### src/pbr_pkg.sv
// Package for the base control and status register bank of the bus physical layer
package pbr_pkg;

    // ------------------------------------------------------------------
    // Register indices (byte address is four times the index)
    // ------------------------------------------------------------------
    localparam logic [3:0] PBR_IDX_LINK_CONTENDER_POWER = 4'h5;
    localparam logic [3:0] PBR_IDX_INTERRUPT_FEATURE    = 4'h6;
    localparam logic [3:0] PBR_IDX_PAGE_PORT_SELECT     = 4'h7;
    localparam logic [3:0] PBR_IDX_PORT_STATUS_A        = 4'h8;
    localparam logic [3:0] PBR_IDX_PORT_STATUS_B        = 4'h9;
    localparam int         PBR_ADDR_LSB                 = 2;
    localparam int         PBR_IDX_W                    = 4;

    // ------------------------------------------------------------------
    // Field positions, register 5
    // ------------------------------------------------------------------
    localparam int PBR_LINK_ACTIVE_CTRL_BIT  = 7;
    localparam int PBR_CONT_BIT   = 6;
    localparam int PBR_JIT_LSB    = 3;
    localparam int PBR_PCLASS_LSB = 0;

    // Field positions, register 6
    localparam int PBR_RESUME_IRQ_ENABLE_BIT  = 7;
    localparam int PBR_SHORT_RESET_REQUEST_BIT  = 6;
    localparam int PBR_CTO_BIT   = 5;
    localparam int PBR_CPS_BIT   = 4;
    localparam int PBR_STO_BIT   = 3;
    localparam int PBR_PEV_BIT   = 2;
    localparam int PBR_EAA_BIT   = 1;
    localparam int PBR_EMC_BIT   = 0;

    // Field positions, register 7
    localparam int PBR_PAGE_LSB  = 5;
    localparam int PBR_PORT_LSB  = 0;

    // Field positions, port status page
    localparam int PBR_DIS_BIT   = 0;
    localparam int PBR_PIE_BIT   = 4;
    localparam int PBR_FAULT_BIT = 3;

    // ------------------------------------------------------------------
    // Reset values and fixed read values
    // ------------------------------------------------------------------
    localparam logic       PBR_LINK_ACTIVE_CTRL_RST  = 1'b1;
    localparam logic       PBR_CABLE_POWER_IRQ_RST   = 1'b1;
    localparam logic [2:0] PBR_JITTER_VAL = 3'h0;
    localparam logic [2:0] PBR_PAGE_RST   = 3'h0;
    localparam logic [3:0] PBR_PORT_RST   = 4'h0;
    localparam logic [2:0] PBR_PAGE_PORT  = 3'h0;

    // Per-port status delivered by the port logic
    typedef struct packed {
        logic [1:0] astat;
        logic [1:0] bstat;
        logic       child;
        logic       con;
        logic       bias;
        logic [2:0] peer_speed;
    } pbr_port_stat_s;

endpackage

### src/pbr_regs.sv
// Base control/status registers of the bus physical layer, APB slave
// Summary of operation
// - Self-ID link-active bit is link_active_ctrl AND link_power_status.
// - link_active_ctrl is 1 after hardware reset, kept over bus reset.
// - Link interface runs solely on link_power_status, regardless of link_active_ctrl.
// - Contender bit goes to self-ID; reset loads contender_linkon_pin level.
// - Three-bit jitter field is read-only and reads zero.
// - node_power_class goes to self-ID power field; reset loads power_class_pins.
// - resume_irq_enable lets resume start set port_event_flag; cleared by hardware reset.
// - Writing 1 to short_reset_request requests short reset; clears on bus reset.
// - With a legacy node present, a short reset request becomes a long reset.
// - config_timeout_flag sets on tree-ID start timeout; hardware reset or write-1 clears.
// - Config timeout plus resume enable with link inactive drives contender_linkon_pin.
// - cable_power_irq sets on cable_power_sense fall; resets to 1; write-1 clears.
// - state_timeout_flag sets on state timeout, forces bus reset, drives linkon pin; the code drives it only with resume_irq_enable set and the link inactive.
// - port_event_flag sets on status changes of ports with port_irq_enable.
// - accel_arb_enable turns on accelerated arbitration and fly-by concatenation.
// - multispeed_concat_enable allows concatenated packets of differing speeds.
// - page_selector picks the page mapped on addresses 8 to 15; reset 0.
// - port_selector picks the per-port registers, ports from 0; reset 0.
// - Reserved registers and fields read as zero.
// - Page 0 shows the selected port's status; absent ports read zero.
//
// The implementer's own choices: the APB slave port and the register offsets.
`timescale 1ns/1ns
`default_nettype none
module pbr_regs
    import pbr_pkg::*;
#(
    parameter int NUM_PORTS = 3,
    parameter int ADDR_W    = 8
) (
    input  wire logic                   CLK,
    input  wire logic                   NRST,
    input  wire logic                   PSEL,
    input  wire logic                   PENABLE,
    input  wire logic                   PWRITE,
    input  wire logic [ADDR_W-1:0]      PADDR,
    input  wire logic [31:0]            PWDATA,
    input  wire logic [3:0]             PSTRB,
    output logic      [31:0]            PRDATA,
    output logic                        PREADY,
    output logic                        PSLVERR,
    input  wire logic                   LINK_POWER_STATUS,
    input  wire logic                   CONTENDER_LINKON_PIN_I,
    output logic                        CONTENDER_LINKON_PIN_O,
    output logic                        CONTENDER_LINKON_PIN_OE,
    input  wire logic [2:0]             POWER_CLASS_PINS,
    input  wire logic                   CABLE_POWER_SENSE,
    input  wire logic                   BUS_RESET_EVT,
    input  wire logic                   CONFIG_TIMEOUT_EVT,
    input  wire logic                   STATE_TIMEOUT_EVT,
    input  wire logic                   LEGACY_NODE_PRESENT,
    input  wire logic [NUM_PORTS-1:0]   RESUME_START_EVT,
    input  wire logic [NUM_PORTS-1:0]   PORT_FAULT_EVT,
    input  wire pbr_port_stat_s         PORT_STATUS [NUM_PORTS],
    output logic                        LINK_IF_ENABLE,
    output logic                        SELF_ID_LINK_ACTIVE,
    output logic                        SELF_ID_CONTENDER,
    output logic      [2:0]             SELF_ID_POWER_CLASS,
    output logic                        SHORT_RESET_REQ,
    output logic                        LONG_RESET_REQ,
    output logic                        ACCEL_ARB_EN,
    output logic                        MULTISPEED_CONCAT_EN,
    output logic      [NUM_PORTS-1:0]   PORT_DISABLE,
    output logic      [2:0]             PAGE_SEL,
    output logic      [3:0]             PORT_SEL
);

    // ------------------------------------------------------------------
    // Pin synchronisers
    // ------------------------------------------------------------------
    logic       lps_meta_reg,  lps_sync_reg;
    logic       clk_meta_reg,  clk_sync_reg;
    logic [2:0] pc_meta_reg,   pc_sync_reg;
    logic       cps_meta_reg,  cps_sync_reg, cps_prev_reg;

    // Two flops per pin; edge detect looks only at the second stage
    always_ff @(posedge CLK) begin
        lps_meta_reg <= LINK_POWER_STATUS;
        lps_sync_reg <= lps_meta_reg;
        clk_meta_reg <= CONTENDER_LINKON_PIN_I;
        clk_sync_reg <= clk_meta_reg;
        pc_meta_reg  <= POWER_CLASS_PINS;
        pc_sync_reg  <= pc_meta_reg;
        cps_meta_reg <= CABLE_POWER_SENSE;
        cps_sync_reg <= cps_meta_reg;
        cps_prev_reg <= cps_sync_reg;
    end

    logic cps_fall;
    assign cps_fall = cps_prev_reg & ~cps_sync_reg;

    // ------------------------------------------------------------------
    // APB decode
    // ------------------------------------------------------------------
    logic [PBR_IDX_W-1:0] idx;
    logic                 in_range;
    logic                 wr_acc;
    logic                 setup;
    logic [7:0]           wdat;

    assign idx      = PADDR[PBR_ADDR_LSB +: PBR_IDX_W];
    assign in_range = (PADDR >> (PBR_ADDR_LSB + PBR_IDX_W)) == '0;
    assign setup    = PSEL & ~PENABLE;
    assign PREADY   = PSEL & PENABLE;
    // Writes land only at the completing edge, low byte lane only
    assign wr_acc   = PSEL & PENABLE & PWRITE & PSTRB[0] & in_range;
    assign wdat     = PWDATA[7:0];

    logic wr5, wr6, wr7, wr8, wr9;
    assign wr5 = wr_acc & (idx == PBR_IDX_LINK_CONTENDER_POWER);
    assign wr6 = wr_acc & (idx == PBR_IDX_INTERRUPT_FEATURE);
    assign wr7 = wr_acc & (idx == PBR_IDX_PAGE_PORT_SELECT);
    assign wr8 = wr_acc & (idx == PBR_IDX_PORT_STATUS_A);
    assign wr9 = wr_acc & (idx == PBR_IDX_PORT_STATUS_B);

    // ------------------------------------------------------------------
    // Register 5: link control, contender, power class
    // ------------------------------------------------------------------
    logic       link_active_ctrl_reg;
    logic       cont_reg;
    logic [2:0] pclass_reg;

    // Straps are sampled from the synchronised pins while reset is held
    always_ff @(posedge CLK) begin
        if (!NRST) begin
            link_active_ctrl_reg  <= PBR_LINK_ACTIVE_CTRL_RST;
            cont_reg   <= clk_sync_reg;
            pclass_reg <= pc_sync_reg;
        end else if (wr5) begin
            link_active_ctrl_reg  <= wdat[PBR_LINK_ACTIVE_CTRL_BIT];
            cont_reg   <= wdat[PBR_CONT_BIT];
            pclass_reg <= wdat[PBR_PCLASS_LSB +: 3];
        end
    end

    // ------------------------------------------------------------------
    // Register 6: enables and sticky flags
    // ------------------------------------------------------------------
    logic resume_irq_enable_reg, short_reset_request_reg, cto_reg, cable_power_irq_reg, sto_reg, pev_reg;
    logic eaa_reg, emc_reg;

    // Plain enables survive bus reset
    always_ff @(posedge CLK) begin
        if (!NRST) begin
            resume_irq_enable_reg <= 1'b0;
            eaa_reg  <= 1'b0;
            emc_reg  <= 1'b0;
        end else if (wr6) begin
            resume_irq_enable_reg <= wdat[PBR_RESUME_IRQ_ENABLE_BIT];
            eaa_reg  <= wdat[PBR_EAA_BIT];
            emc_reg  <= wdat[PBR_EMC_BIT];
        end
    end

    // Short reset request; a fresh write beats a coincident bus reset
    always_ff @(posedge CLK) begin
        if (!NRST) begin
            short_reset_request_reg <= 1'b0;
        end else if (wr6 && wdat[PBR_SHORT_RESET_REQUEST_BIT]) begin
            short_reset_request_reg <= 1'b1;
        end else if (BUS_RESET_EVT) begin
            short_reset_request_reg <= 1'b0;
        end
    end

    // Port-event sources, built below
    logic pev_set;

    // Sticky flags: a hardware set wins over a write-one clear
    always_ff @(posedge CLK) begin
        if (!NRST) begin
            cto_reg  <= 1'b0;
            cable_power_irq_reg <= PBR_CABLE_POWER_IRQ_RST;
            sto_reg  <= 1'b0;
            pev_reg  <= 1'b0;
        end else begin
            cto_reg  <= CONFIG_TIMEOUT_EVT | (cto_reg & ~(wr6 & wdat[PBR_CTO_BIT]));
            cable_power_irq_reg <= cps_fall | (cable_power_irq_reg & ~(wr6 & wdat[PBR_CPS_BIT]));
            sto_reg  <= STATE_TIMEOUT_EVT | (sto_reg & ~(wr6 & wdat[PBR_STO_BIT]));
            pev_reg  <= pev_set | (pev_reg & ~(wr6 & wdat[PBR_PEV_BIT]));
        end
    end

    // ------------------------------------------------------------------
    // Register 7: page and port selectors
    // ------------------------------------------------------------------
    logic [2:0] page_reg;
    logic [3:0] port_reg;

    always_ff @(posedge CLK) begin
        if (!NRST) begin
            page_reg <= PBR_PAGE_RST;
            port_reg <= PBR_PORT_RST;
        end else if (wr7) begin
            page_reg <= wdat[PBR_PAGE_LSB +: 3];
            port_reg <= wdat[PBR_PORT_LSB +: 4];
        end
    end

    // ------------------------------------------------------------------
    // Per-port control and event detection
    // ------------------------------------------------------------------
    logic                 port_valid;
    logic                 page0;
    logic [NUM_PORTS-1:0] dis_reg, pie_reg, fault_reg;
    logic [NUM_PORTS-1:0] con_prev_reg, bias_prev_reg, dis_prev_reg, fault_prev_reg;
    logic [NUM_PORTS-1:0] port_chg;

    assign port_valid = 32'(port_reg) < NUM_PORTS;
    assign page0      = page_reg == PBR_PAGE_PORT;

    genvar g;
    generate
        for (g = 0; g < NUM_PORTS; g++) begin : g_port
            logic hit;
            assign hit = page0 & (32'(port_reg) == g);

            // Disable and interrupt enable, kept over bus reset
            always_ff @(posedge CLK) begin
                if (!NRST) begin
                    dis_reg[g] <= 1'b0;
                    pie_reg[g] <= 1'b0;
                end else begin
                    if (wr8 && hit) begin
                        dis_reg[g] <= wdat[PBR_DIS_BIT];
                    end
                    if (wr9 && hit) begin
                        pie_reg[g] <= wdat[PBR_PIE_BIT];
                    end
                end
            end

            // Fault flag, write-one clear, event wins
            always_ff @(posedge CLK) begin
                if (!NRST) begin
                    fault_reg[g] <= 1'b0;
                end else begin
                    fault_reg[g] <= PORT_FAULT_EVT[g]
                                  | (fault_reg[g] & ~(wr9 & hit & wdat[PBR_FAULT_BIT]));
                end
            end

            // Previous values for change detection
            always_ff @(posedge CLK) begin
                if (!NRST) begin
                    con_prev_reg[g]   <= 1'b0;
                    bias_prev_reg[g]  <= 1'b0;
                    dis_prev_reg[g]   <= 1'b0;
                    fault_prev_reg[g] <= 1'b0;
                end else begin
                    con_prev_reg[g]   <= PORT_STATUS[g].con;
                    bias_prev_reg[g]  <= PORT_STATUS[g].bias;
                    dis_prev_reg[g]   <= dis_reg[g];
                    fault_prev_reg[g] <= fault_reg[g];
                end
            end

            // Change of any watched status bit on an enabled port
            assign port_chg[g] = pie_reg[g] & ((con_prev_reg[g] ^ PORT_STATUS[g].con)
                               | (bias_prev_reg[g] ^ PORT_STATUS[g].bias)
                               | (dis_prev_reg[g] ^ dis_reg[g])
                               | (fault_prev_reg[g] ^ fault_reg[g]));
        end
    endgenerate

    assign pev_set = (|port_chg) | (resume_irq_enable_reg & (|RESUME_START_EVT));

    // ------------------------------------------------------------------
    // Read mux, captured in the setup cycle
    // ------------------------------------------------------------------
    logic [7:0]     rd_byte;
    pbr_port_stat_s sel_stat;
    logic           sel_dis, sel_pie, sel_fault;

    // Unimplemented ports read as all zero
    always_comb begin
        sel_stat  = '0;
        sel_dis   = 1'b0;
        sel_pie   = 1'b0;
        sel_fault = 1'b0;
        for (int p = 0; p < NUM_PORTS; p++) begin
            if (32'(port_reg) == p) begin
                sel_stat  = PORT_STATUS[p];
                sel_dis   = dis_reg[p];
                sel_pie   = pie_reg[p];
                sel_fault = fault_reg[p];
            end
        end
    end

    // Anything not listed, reserved bits included, reads zero
    always_comb begin
        rd_byte = 8'h00;
        unique case (idx)
            PBR_IDX_LINK_CONTENDER_POWER: begin
                rd_byte[PBR_LINK_ACTIVE_CTRL_BIT]       = link_active_ctrl_reg;
                rd_byte[PBR_CONT_BIT]        = cont_reg;
                rd_byte[PBR_JIT_LSB +: 3]    = PBR_JITTER_VAL;
                rd_byte[PBR_PCLASS_LSB +: 3] = pclass_reg;
            end
            PBR_IDX_INTERRUPT_FEATURE: begin
                rd_byte = {resume_irq_enable_reg, short_reset_request_reg, cto_reg, cable_power_irq_reg,
                           sto_reg, pev_reg, eaa_reg, emc_reg};
            end
            PBR_IDX_PAGE_PORT_SELECT: begin
                rd_byte[PBR_PAGE_LSB +: 3] = page_reg;
                rd_byte[PBR_PORT_LSB +: 4] = port_reg;
            end
            PBR_IDX_PORT_STATUS_A: begin
                if (page0 && port_valid) begin
                    rd_byte = {sel_stat.astat, sel_stat.bstat, sel_stat.child,
                               sel_stat.con, sel_stat.bias, sel_dis};
                end
            end
            PBR_IDX_PORT_STATUS_B: begin
                if (page0 && port_valid) begin
                    rd_byte = {sel_stat.peer_speed, sel_pie, sel_fault, 3'h0};
                end
            end
            default: rd_byte = 8'h00;
        endcase
    end

    // Data and error held from setup through the access phase
    always_ff @(posedge CLK) begin
        if (!NRST) begin
            PRDATA  <= 32'h0000_0000;
            PSLVERR <= 1'b0;
        end else if (setup) begin
            PRDATA  <= in_range ? {24'h00_0000, rd_byte} : 32'h0000_0000;
            PSLVERR <= ~in_range;
        end
    end

    // ------------------------------------------------------------------
    // Outputs toward the physical layer core
    // ------------------------------------------------------------------
    logic link_active;
    logic linkon_reg;
    logic long_pend_reg;

    assign link_active = link_active_ctrl_reg & lps_sync_reg;

    // Linkon stays driven while resume_irq_enable is set and an unserviced timeout waits on an idle link
    always_ff @(posedge CLK) begin
        if (!NRST) begin
            linkon_reg <= 1'b0;
        end else begin
            linkon_reg <= ~link_active & resume_irq_enable_reg & (cto_reg | sto_reg);
        end
    end

    // A state timeout holds a bus reset request until the reset happens
    always_ff @(posedge CLK) begin
        if (!NRST) begin
            long_pend_reg <= 1'b0;
        end else if (STATE_TIMEOUT_EVT) begin
            long_pend_reg <= 1'b1;
        end else if (BUS_RESET_EVT) begin
            long_pend_reg <= 1'b0;
        end
    end

    assign CONTENDER_LINKON_PIN_O  = linkon_reg;
    assign CONTENDER_LINKON_PIN_OE = linkon_reg;
    assign LINK_IF_ENABLE          = lps_sync_reg;
    assign SELF_ID_LINK_ACTIVE     = link_active;
    assign SELF_ID_CONTENDER       = cont_reg;
    assign SELF_ID_POWER_CLASS     = pclass_reg;
    // Legacy nodes cannot do short resets, so ask for a long one
    assign SHORT_RESET_REQ         = short_reset_request_reg & ~LEGACY_NODE_PRESENT;
    assign LONG_RESET_REQ          = long_pend_reg | (short_reset_request_reg & LEGACY_NODE_PRESENT);
    // Only meaningful when the link controller is supplement aware
    assign ACCEL_ARB_EN            = eaa_reg;
    assign MULTISPEED_CONCAT_EN    = emc_reg;
    assign PORT_DISABLE            = dis_reg;
    assign PAGE_SEL                = page_reg;
    assign PORT_SEL                = port_reg;

    // ------------------------------------------------------------------
    // Assertions
    // ------------------------------------------------------------------
    a_link_active_and: assert property (@(posedge CLK) disable iff (!NRST)
        SELF_ID_LINK_ACTIVE == (link_active_ctrl_reg & lps_sync_reg))
        else $error("link active bit differs from control and power status");

    a_link_active_ctrl_reset_one: assert property (@(posedge CLK)
        !NRST |=> link_active_ctrl_reg)
        else $error("link control not one after reset");

    a_link_active_ctrl_bus_reset: assert property (@(posedge CLK) disable iff (!NRST)
        (BUS_RESET_EVT && !wr5) |=> $stable(link_active_ctrl_reg))
        else $error("link control changed by bus reset");

    a_jitter_reads_zero: assert property (@(posedge CLK) disable iff (!NRST)
        (setup && in_range && idx == PBR_IDX_LINK_CONTENDER_POWER)
        |=> PRDATA[PBR_JIT_LSB +: 3] == 3'h0)
        else $error("jitter field not zero");

    a_short_reset_request_clears: assert property (@(posedge CLK) disable iff (!NRST)
        (BUS_RESET_EVT && !(wr6 && wdat[PBR_SHORT_RESET_REQUEST_BIT])) |=> !short_reset_request_reg)
        else $error("short reset request survived bus reset");

    a_short_to_long: assert property (@(posedge CLK) disable iff (!NRST)
        (short_reset_request_reg && LEGACY_NODE_PRESENT) |-> (LONG_RESET_REQ && !SHORT_RESET_REQ))
        else $error("short reset not converted with legacy node");

    a_cto_set_wins: assert property (@(posedge CLK) disable iff (!NRST)
        CONFIG_TIMEOUT_EVT |=> cto_reg)
        else $error("config timeout flag not set");

    a_linkon_drive: assert property (@(posedge CLK) disable iff (!NRST)
        (!link_active && resume_irq_enable_reg && (cto_reg || sto_reg)) |=> CONTENDER_LINKON_PIN_OE)
        else $error("linkon not driven for pending timeout");

    a_cable_power_irq_fall_sets: assert property (@(posedge CLK) disable iff (!NRST)
        ($fell(cps_sync_reg) ##1 1'b1) |-> cable_power_irq_reg)
        else $error("cable power fall did not set flag");

    a_sto_bus_reset: assert property (@(posedge CLK) disable iff (!NRST)
        STATE_TIMEOUT_EVT |=> (sto_reg && LONG_RESET_REQ))
        else $error("state timeout did not request bus reset");

    a_resume_pev: assert property (@(posedge CLK) disable iff (!NRST)
        (resume_irq_enable_reg && |RESUME_START_EVT) |=> pev_reg)
        else $error("resume start did not set port event flag");

    a_w0_keeps_flag: assert property (@(posedge CLK) disable iff (!NRST)
        (wr6 && !wdat[PBR_PEV_BIT] && pev_reg) |=> pev_reg)
        else $error("port event flag lost on zero write");

endmodule
`default_nettype wire

### config.mk
export PLATFORM = sky130hd
export DESIGN_NAME = pbr_regs
export DESIGN_NICKNAME = d
export VERILOG_FILES = /design/src/pbr_pkg.sv /design/src/pbr_regs.sv
export SDC_FILE = /design/constraint.sdc
export NUM_CORES = 1
export LEC_CHECK = 0
export ABC_AREA = 1
export BUFFER_PORTS_ARGS = -buffer_cell sky130_fd_sc_hd__buf_2
export CORE_MARGIN = 2
export CORE_UTILIZATION = 50
export DETAILED_ROUTE_END_ITERATION = 10
export PLACE_DENSITY = 0.85
export SETUP_SLACK_MARGIN = 0.3
export SLEW_MARGIN = 5
export SYNTH_ARGS = -nofsm -noshare
export SYNTH_HDL_FRONTEND = slang
export SYNTH_SLANG_ARGS = --single-unit
### constraint.sdc
create_clock -name CLK -period 2.4 [get_ports CLK]
set_input_delay 0.12 -clock CLK [delete_from_list [all_inputs] [get_ports CLK]]
set_output_delay 0.12 -clock CLK [all_outputs]
set_load 0.005 [all_outputs]
# After elaboration in Yosys (flattened, before gate mapping)
# Cells that the tools add are included.
[totals]
out_inout_bits = 56
regBits = 89
input_bits = 95
[op_classes]
n_mux = 25
order_cmp = 1
n_eq_ne = 8
n_reduce_logical = 15
bitwise_logic = 83
[ops]
columns = ["cell", "count"]
rows = [
  ["$and 1x1->1", 40],
  ["$mux 10", 3],
  ["$mux 8", 3],
  ["$pmux 4 s5", 1],
  ["$or 1x1->1", 19],
  ["$pmux 3 s5", 1],
  ["$mux 1", 14],
  ["$eq 4x3->1 const B", 3],
  ["$not 1->1", 12],
  ["$xor 1x1->1", 12],
  ["$eq 4x4->1 const B", 2],
  ["$logic_and 1x1->1", 8],
  ["$logic_not 8->1", 1],
  ["$mux 3", 2],
  ["$reduce_or 3->1", 2],
  ["$eq 4x1->1 const B", 1],
  ["$eq 4x2->1 const B", 1],
  ["$logic_not 4->1", 1],
  ["$lt 4x2->1 const B", 1],
  ["$reduce_bool 2->1", 2],
  ["$logic_not 3->1", 1],
  ["$pmux 1 s3", 1],
  ["$ne 2x1->1 const B", 1],
]

# Depth between registers and ports, before layout
# Gate-level depths: netlist (run 1).
[depth]
ltp_word = 10
ltp_mapped = 11
ltp_nobuf = 11

# Worst setup path before layout (run 1)
# Ideal clock, no wire load.
[synth_path]
path_kind = "register to register"
from = "register port_reg[1] (netlist: PORT_SEL[1])"
to = "register fault_reg[2]"
setup_slack_ps = 1055
t_arrival_ps = 1227
setup_time_ps = 119
stages_incl_launch_ff = 8
period_less_slack_ps = 1345
path_buffers = 0
required_ps = 2281
path_cell_list = "dfxtp_1 > inv_1 > nor2_4 > nand2_1 > nor2_1 > nand2_1 > o21ai_0 > nand2_1"
[synth_between]
elab_chain_cells = 7
[synth_rtl]
columns = ["item", "line", "source"]
rows = [
  ["start, declared", "pbr_regs.sv:190", "logic [3:0] port_reg;"],
  ["start signal, assigned", "pbr_regs.sv:198", "port_reg <= wdat[PBR_PORT_LSB +: 4];"],
  ["$eq 4x2->1", "pbr_regs.sv:218", "assign hit = page0 & (32'(port_reg) == g);"],
  ["$and 1x1->1", "pbr_regs.sv:218", ""],
  ["$and 1x1->1 (2 in a row)", "pbr_regs.sv:241", "| (fault_reg[g] & ~(wr9 & hit & wdat[PBR_FAULT_BIT]));"],
  ["$not 1->1", "pbr_regs.sv:241", ""],
  ["$and 1x1->1", "pbr_regs.sv:241", ""],
  ["$or 1x1->1", "pbr_regs.sv:241", ""],
  ["end signal, assigned by index", "pbr_regs.sv:240", "fault_reg[g] <= PORT_FAULT_EVT[g]"],
  ["end, declared", "pbr_regs.sv:207", "logic [NUM_PORTS-1:0] dis_reg, pie_reg, fault_reg;"],
]
# Every way passes these cells.
# A chain may end at the register's enable or synchronous reset.

# Worst setup path in the final report (run 1)
[layout_path]
from = "register page_reg[2] (netlist: PAGE_SEL[2])"
to = "register PRDATA[4]"
[layout_between]
elab_chain_cells = 5
[layout_rtl]
columns = ["item", "line", "source"]
rows = [
  ["start, declared", "pbr_regs.sv:189", "logic [2:0] page_reg;"],
  ["start signal, assigned", "pbr_regs.sv:197", "page_reg <= wdat[PBR_PAGE_LSB +: 3];"],
  ["$logic_not 3->1 (*)", "pbr_regs.sv:212", "assign page0 = page_reg == PBR_PAGE_PORT;"],
  ["$logic_and 1x1->1 (*)", "pbr_regs.sv:312, pbr_regs.sv:318", ""],
  ["$mux 8 (on tied branches)", "pbr_regs.sv:318, pbr_regs.sv:312", ""],
  ["$pmux 1 s3 (*)", "pbr_regs.sv:296", "unique case (idx)"],
  ["$mux 8 (*)", "pbr_regs.sv:332", "PRDATA <= in_range ? {24'h00_0000, rd_byte} : 32'h0000_0000;"],
  ["end signal, assigned", "pbr_regs.sv:332", ""],
  ["end, declared", "pbr_regs.sv:41", "output logic [31:0] PRDATA,"],
]
# Every way passes the cells marked *; elsewhere a longest branch is shown, timed or not.

==> results of run 1 <==
-- power by group through the flow --
stage	clock (mW)	combinational, mW	sequential, mW
after floorplan	0	0.132	1.16
after global placement	0	0.198	1.16
after detailed placement	0	0.204	1.17
after CTS	1.06	0.224	1.14
after global routing	1.10	0.255	1.14
final	1.06	0.228	1.14
-- what timing repair did --
item / CTS / global route
hold endpoints to repair: 15 / 0
resized for setup: 0 / 0
hold buffers: 15 / 0
-- cells in the final DEF, fill, tap and decap left out, types with 2 or more instances in the layout --
cell type	netlist	final
xnor2_1	9	9
clkinvlp_4	0	2
edfxtp_1	4	4
a21oi_1	26	26
o21ai_0	25	25
nand3_1	72	72
xor2_1	3	3
inv_6	0	2
dlygate4sd3_1	0	15
inv_2	3	3
dfxtp_1	61	61
nor2_4	6	6
conb_1	1	24
a21oi_2	2	2
nor2_2	2	2
nand3b_1	2	2
buf_2	0	97
nor2_1	23	23
nand2_1	92	92
bufinv_16	0	2
inv_1	46	46
buf_4	26	5
clkbuf_8	3	9
nor3_2	3	3
o21ai_1	4	4
-- layer usage --
metal  part of all wire [%]  routed length, µm  up-vias
met5                      0                  0        -
met4                    3.7                331        0
met3                    8.3                739       28
met2                     49               4390      197
met1                     38               3420     1476
li1                       -                  -     1596
-- final timing paths --
path | from | end | slack, ns | depth (start not counted)
min | PORT_STATUS[24] | con_prev_reg[0] | 0.007 | 3
min reg2reg | pc_meta_reg[0] | pc_sync_reg[0] | 0.33 | 0
max | PAGE_SEL[2] | PRDATA[4] | 0.53 | 7
max reg2reg | PAGE_SEL[2] | PRDATA[4] | 0.53 | 7
-- final cells by class --
type                            instances  area share [%]
Clock buffer                            9            3.07
Clock inverter                          7            2.51
Inverter                               49            4.55
Multi-Input combinational cell        305            37.6
Sequential cell                        65            33.2
Tap cell                               77            2.38
Timing Repair Buffer                  117            16.7
-- stage by stage --
step           util [%]  area, µm²  total power, mW  worst slack (ns)
2_1_floorplan         -       3320             1.30              1.05
3_3_place_gp       58.1       3670             1.36             0.745
3_5_place_dp       58.1       3670             1.37             0.619
4_1_cts            64.0       4040             2.43             0.602
5_1_grt            64.0       4040             2.50             0.409
6_report           64.0       4040             2.43             0.533
-- worst min-delay path: stages --
cell and delay, ns:
buf_2 0.11, nand2_1 0.05, inv_1 0.05
-- cell families after synthesis --
logic type,after synthesis,synth area share [%]
buffers and inverters,85,14.3
DFF,65,41.4
xor gates and xnor gates,12,3.25
and+or+nand+nor,203,29.4
AOI/OAI and AO/OA,66,11.5
other,1,0.116
==> results.md, run 1 <==
- Top cells by area, synth: dfxtp_1 (38%), nand3_1 (11%), nand2_1 (11%)
- Post-synth EDFFs: 4
- Synth Instances: between 400 and 500
- Number of buffers and inverters on the critical path: 1
- Yosys reg bits: between 60 and 70
- Arrival time at the worst endpoint: between 2 and 2.5 ns
- Post-Syn Area: about 3200 µm²
- Max-cap violations: 0
- Drt drc: 0
- Fin Hold WS: roughly 0.0073 ns
- Slew @ Worst Pin: 0.716 ns
- Hold/Removal Path Class: input pin to flip-flop
- Clk_skew: about 0.013 ns
- Sw frac: about a quarter
- Share of layout cells above drive strength 1: between 20% and 30%
- Period utilization: 77.8%
- Max VDD drop: 514 µV
- CP Cell Sequence: nor3_2 -> inv_1 -> nor2_1 -> nand3_1 -> nand3_1 -> nand2_1 -> a21oi_1
- Synth cell count leaders: nand2_1 (92), nand3_1 (72), dfxtp_1 (61), inv_1 (46)
- CP delay by family, top: simple AND/OR/NAND/NOR gates
- CP Launch Type: flip-flop
- Part of the power in the clock network: a little over two fifths
- Post-synth top area cell: dfxtp_1
- Logic pwr share: 9.4%
- Routed vias: 3297
- Layout area overhead: 24.8%
- Die Wd: 84.5 µm
- Vias per cell: 5.24
- Vias in the first global route: 3132
- Core Area: around 6300 µm²
- Clock tree from TritonCTS: yes
- ANT nets after route: 0
- Grt met3 use: ~4.5%
- Crit-path most repeated cell: nand3_1
- Clock-pin slew on the worst setup and hold paths: roughly 0.08 ns
- Grt total ovfl: 0
- TritonCTS Buffers: 9
- Cell Rows: 29
- Drt initial violations: 279
- Syn_area_per_cell: around 7.5 µm²
- Endpoints failing setup: 0
- Initial Util: a little over 50%
- Routability cong.: roughly 0.90
- Slowest CP cell: nor2_1
- DIE AREA: approximately 7100 µm²
- Reg power frac: a little under half
- Final wirelength: slightly below 9 mm
- Largest net degree at the start of global routing: 33
- Avg WL per Cell: about 14 µm
- Register area share after synthesis: 41.4%
- WS Path Type: flip-flop to flip-flop
- DP Cell Count: 598
- Async S/R FF share, synth: 0%
- Most common cell in the netlist: nand2_1
- Non-Filler Instances: around 630
- DRT Pass-1 Iters: 7
- Synth top area share: between 30 and 40%
- Die H: about 84 µm
- Max Clk Rate: 536 MHz
- CP max stage delay: about 0.57 ns
- Clk_lat worst skew: 0.35 ns
- # Post-CTS Setup Buffers: 0
- Critical path fanouts, max: 12
- Req. time, crit path: approximately 2.7 ns
- Setup_tns: 0 ns
- Clk sinks: between 60 and 70
- Bufs on Longest Clock Path: 2
- Final min period: roughly 1.9 ns
- HPWL after detailed placement: about 6.4 mm
- Top_reg_cell synth: dfxtp_1
- Area of the multi-input gates: 1520 µm²
- RSZ-0062 raised after global routing: no
- Synthesis Warnings: 0
- Final hold vios: 0
- Netlist cell types: 34
- Register Area: ~1300 µm²
- First-pass GRT wire length: around 14 mm
- Max FFs per register: 8
- Grt met1 use: 29.9%
- Max-slew violation count: 0
- GRT Max-Usage Layer: met2
- Worst setup EP type: flip-flop
- Leak: 1.97 nW
- Met2 Use GR: between 40% and 50%
- Fill count: 545
- Top reg by flops: PRDATA
- Port-buffer cells: 97
- Psw: slightly above 0.6 mW
- GRT Resource Usage Total: between 20% and 30%
- Pwr per Cell Area: between 600 and 700 nW/µm²
- Pint: roughly 1.8 mW
- # H-tree levels: 3
- Relative slew slack: roughly 52%
- Clock root cell: clkbuf_8
- Initial antenna violation count: 0
- Run status: finished, final reports clean
- Nets: between 600 and 700
- Antenna Cells: 0
- I/O pin count: 151
No activity file was read; power rests on OpenSTA's default activity.
==> run 2, diff against run 1 <==
ABC_AREA = 0   (was 1)
CORE_UTILIZATION = 47   (was 50)
PLACE_DENSITY = 0.81   (was 0.85)
clock period = 1.9 ns   (was 2.4 ns; I/O delays follow)
==> results.md, run 2 <==
- Psw: 0.658 mW
- Register area share after synthesis: a little over two fifths
- WS Path Type: flip-flop to flip-flop
- Post-synth EDFFs: 4
- # H-tree levels: 3
- Placed Area: 3730 µm²
- Post-synth top area cell: dfxtp_1
- Reg2Reg Setup Slack: between 0.3 and 0.4 ns
- Netlist cell types: 47
- Leak: 1.89 nW
- Yosys reg bits: 65
- Relative slew slack: ~66%
- Syn_area_per_cell: about 9.4 µm²
- Nets: 553
- Endpoints failing setup: 0
- Reg2Reg Depth: 4
- Routed vias: 2874
- CP Cell Sequence: xor2_1 -> o41ai_1 -> nand4_1 -> o21a_1
- CP delay by family, top: compound AO/OA/AOI/OAI gates
- Vias per cell: approximately 5.3
- Max FFs per register: 8
- Initial Util: ~48%
- Clk_skew: 0.0108 ns
- Worst setup EP type: flip-flop
- Period utilization: between 70% and 80%
- Layout area overhead: 26.7%
- Worst Setup SP: PORT_DISABLE[1]
- Bufs on Longest Clock Path: 2
- Max-cap violations: 0
- Max-slew violation count: 0
- Synth cell count leaders: dfxtp_1 (61), nand2_1 (34), mux2i_1 (26), buf_4 (25), nor2b_1 (17)
- Avg WL per Cell: 15.1 µm
- Slew @ Worst Pin: a little over 0.5 ns
- Grt total ovfl: 0
- CP max stage delay: a little over 0.5 ns
- Final hold vios: 0
- R2R Path End: pev_reg
- HPWL after detailed placement: approximately 6.2 mm
- Synthesis Warnings: 0
- Run status: finished, final reports clean
- Final min period: approximately 1.5 ns
- Drt initial violations: between 200 and 300
- Largest net degree at the start of global routing: 32
- Setup_tns: 0 ns
- Port-buffer cells: between 90 and 100
- Number of buffers and inverters on the critical path: 0
- Hold/Removal Path Class: input pin to flip-flop
- Drt drc: 0
- Post-Syn Area: around 3200 µm²
- Final wirelength: ~8.2 mm
- Top cells by area, synth: dfxtp_1 (38%), mux2i_1 (8.1%), buf_4 (5.8%)
- TritonCTS Buffers: 9
- Initial antenna violation count: 0
- Clk_lat worst skew: ~0.34 ns
- CP Launch Type: flip-flop
- RR Startpoint: PORT_DISABLE[1]
- Most common cell after layout, fill and taps aside: buf_2
- Pint: approximately 2.2 mW
- Pwr per Cell Area: about 690 nW/µm²
- Critical path fanouts, max: 4
- DRT Pass-1 Iters: 4
- Most frequent cells in the layout: buf_2 (97), dfxtp_1 (59), nand2_1 (33)
- Arrival time at the worst endpoint: roughly 1.8 ns
- RSZ-0062 raised after global routing: yes
- Worst setup endpoint: pev_reg
- Slowest CP cell: o41ai_1
- GRT Resource Usage Total: between 20% and 30%
- Crit path depth: 4
- Share of layout cells above drive strength 1: a little under a third
- Fin area: slightly above 4000 µm²
- Clock tree from TritonCTS: yes
- Req. time, crit path: ~2.1 ns
- Async S/R FF share, synth: 0%
- Part of the power in the clock network: 39.1%
- Top_reg_cell synth: dfxtp_1
- I/O pin count: around 150
- Top reg by flops: PRDATA
- Most common cell in the netlist: dfxtp_1
- Synth Instances: 340
- Synth top area share: about two fifths
- Logic pwr share: under 10%
- Clk sinks: 65
- Core Area: around 6700 µm²
- First-pass GRT wire length: 13.0 mm
- Routability cong.: just over 0.8
- Vias in the first global route: 2790
- Sw frac: between 20% and 30%
- Die H: roughly 87 µm
- DIE AREA: between 7000 and 8000 µm²
- Die Wd: approximately 87 µm
- Cell Rows: 30
- Reg power frac: between 50% and 60%
- Max Clk Rate: approximately 660 MHz
- Max VDD drop: approximately 500 µV
- ANT nets after route: 0
- Clock root cell: clkbuf_8
- Clock-pin slew on the worst setup and hold paths: approximately 0.07 ns
- Antenna Cells: 0
==> run 2: layer usage <==
layer  global-route usage [%]  vias to the layer above  share of wire (%)
li1                         -                     1389                  -
met1                     27.4                     1334                 41
met2                     38.1                      131                 48
met3                     6.10                       20                8.3
met4                     8.81                        0                2.6
met5                        0                        -                  0
==> run 2: area by class of cell <==
class	count	area [µm²]
inverter	7	26.3
timing repair buffer	125	729
tap	80	100
multi-input combinational	250	1690
fill	567	2650
clock buffer	12	135
sequential	65	1340
clock inverter	4	43.8
==> run 2: kinds of logic (layout without fill, tap and decap cells) <==
family / count (synthesis) / count (layout) / share of synthesized area, %
simple gates: 114 / 114 / 20.2
compound gates: 68 / 68 / 15.5
flops: 65 / 65 / 41.8
buf+inv: 48 / 148 / 8.92
mux: 32 / 32 / 10.2
xor+xnor: 12 / 12 / 3.27
other cells: 1 / 24 / 0.117
==> run 2: worst min-delay path by stage <==
stage                            end  depth (start not counted)              startpoint  slack (ns)
global placement      pc_meta_reg[2]                          1     POWER_CLASS_PINS[2]        0.20
floorplan               clk_meta_reg                          0  CONTENDER_LINKON_PIN_I        0.12
finish               con_prev_reg[1]                          2         PORT_STATUS[14]       0.006
detailed placement      clk_meta_reg                          1  CONTENDER_LINKON_PIN_I        0.20
CTS                  con_prev_reg[1]                          2         PORT_STATUS[14]       0.002
global route        bias_prev_reg[1]                          2         PORT_STATUS[13]        0.01
==> run 2: repair_timing <==
action                                  CTS  global route
endpoints found under the setup margin    0            17
hold buffers                             12             0
gates resized for setup                   0            10
setup buffers                             0             2
endpoints found under the hold margin    13             0
==> run 2: per-stage QoR <==
step | hold WS (ns) | utilization, % | instances | total power, mW | worst slack [ns]
after global routing | 0.00974 | 60.5 | 543 | 2.93 | 0.268
after detailed placement | 0.199 | 55.5 | 513 | 1.73 | 0.305
after CTS | 0.00218 | 59.9 | 541 | 2.84 | 0.307
after global placement | 0.197 | 55.5 | 513 | 1.72 | 0.316
final | 0.00596 | 60.5 | 543 | 2.82 | 0.382
after floorplan | 0.123 | - | 363 | 1.63 | 0.420
==> run 2: power by group through the flow <==
| stage | Clock (mW) | Combinational (mW) | Sequential [mW] |
|---|---|---|---|
| 6_report | 1.10 | 0.277 | 1.44 |
| 4_1_cts | 1.13 | 0.275 | 1.44 |
| 3_3_place_gp | 0 | 0.249 | 1.47 |
| 5_1_grt | 1.17 | 0.310 | 1.44 |
| 3_5_place_dp | 0 | 0.255 | 1.47 |
| 2_1_floorplan | 0 | 0.166 | 1.47 |
==> run 2: worst reg2reg max path, cell delays in order, from the launching register on <==
cell and delay (ns):
dfxtp_1 0.34, xor2_1 0.18, o41ai_1 0.51, nand4_1 0.19, o21a_1 0.20
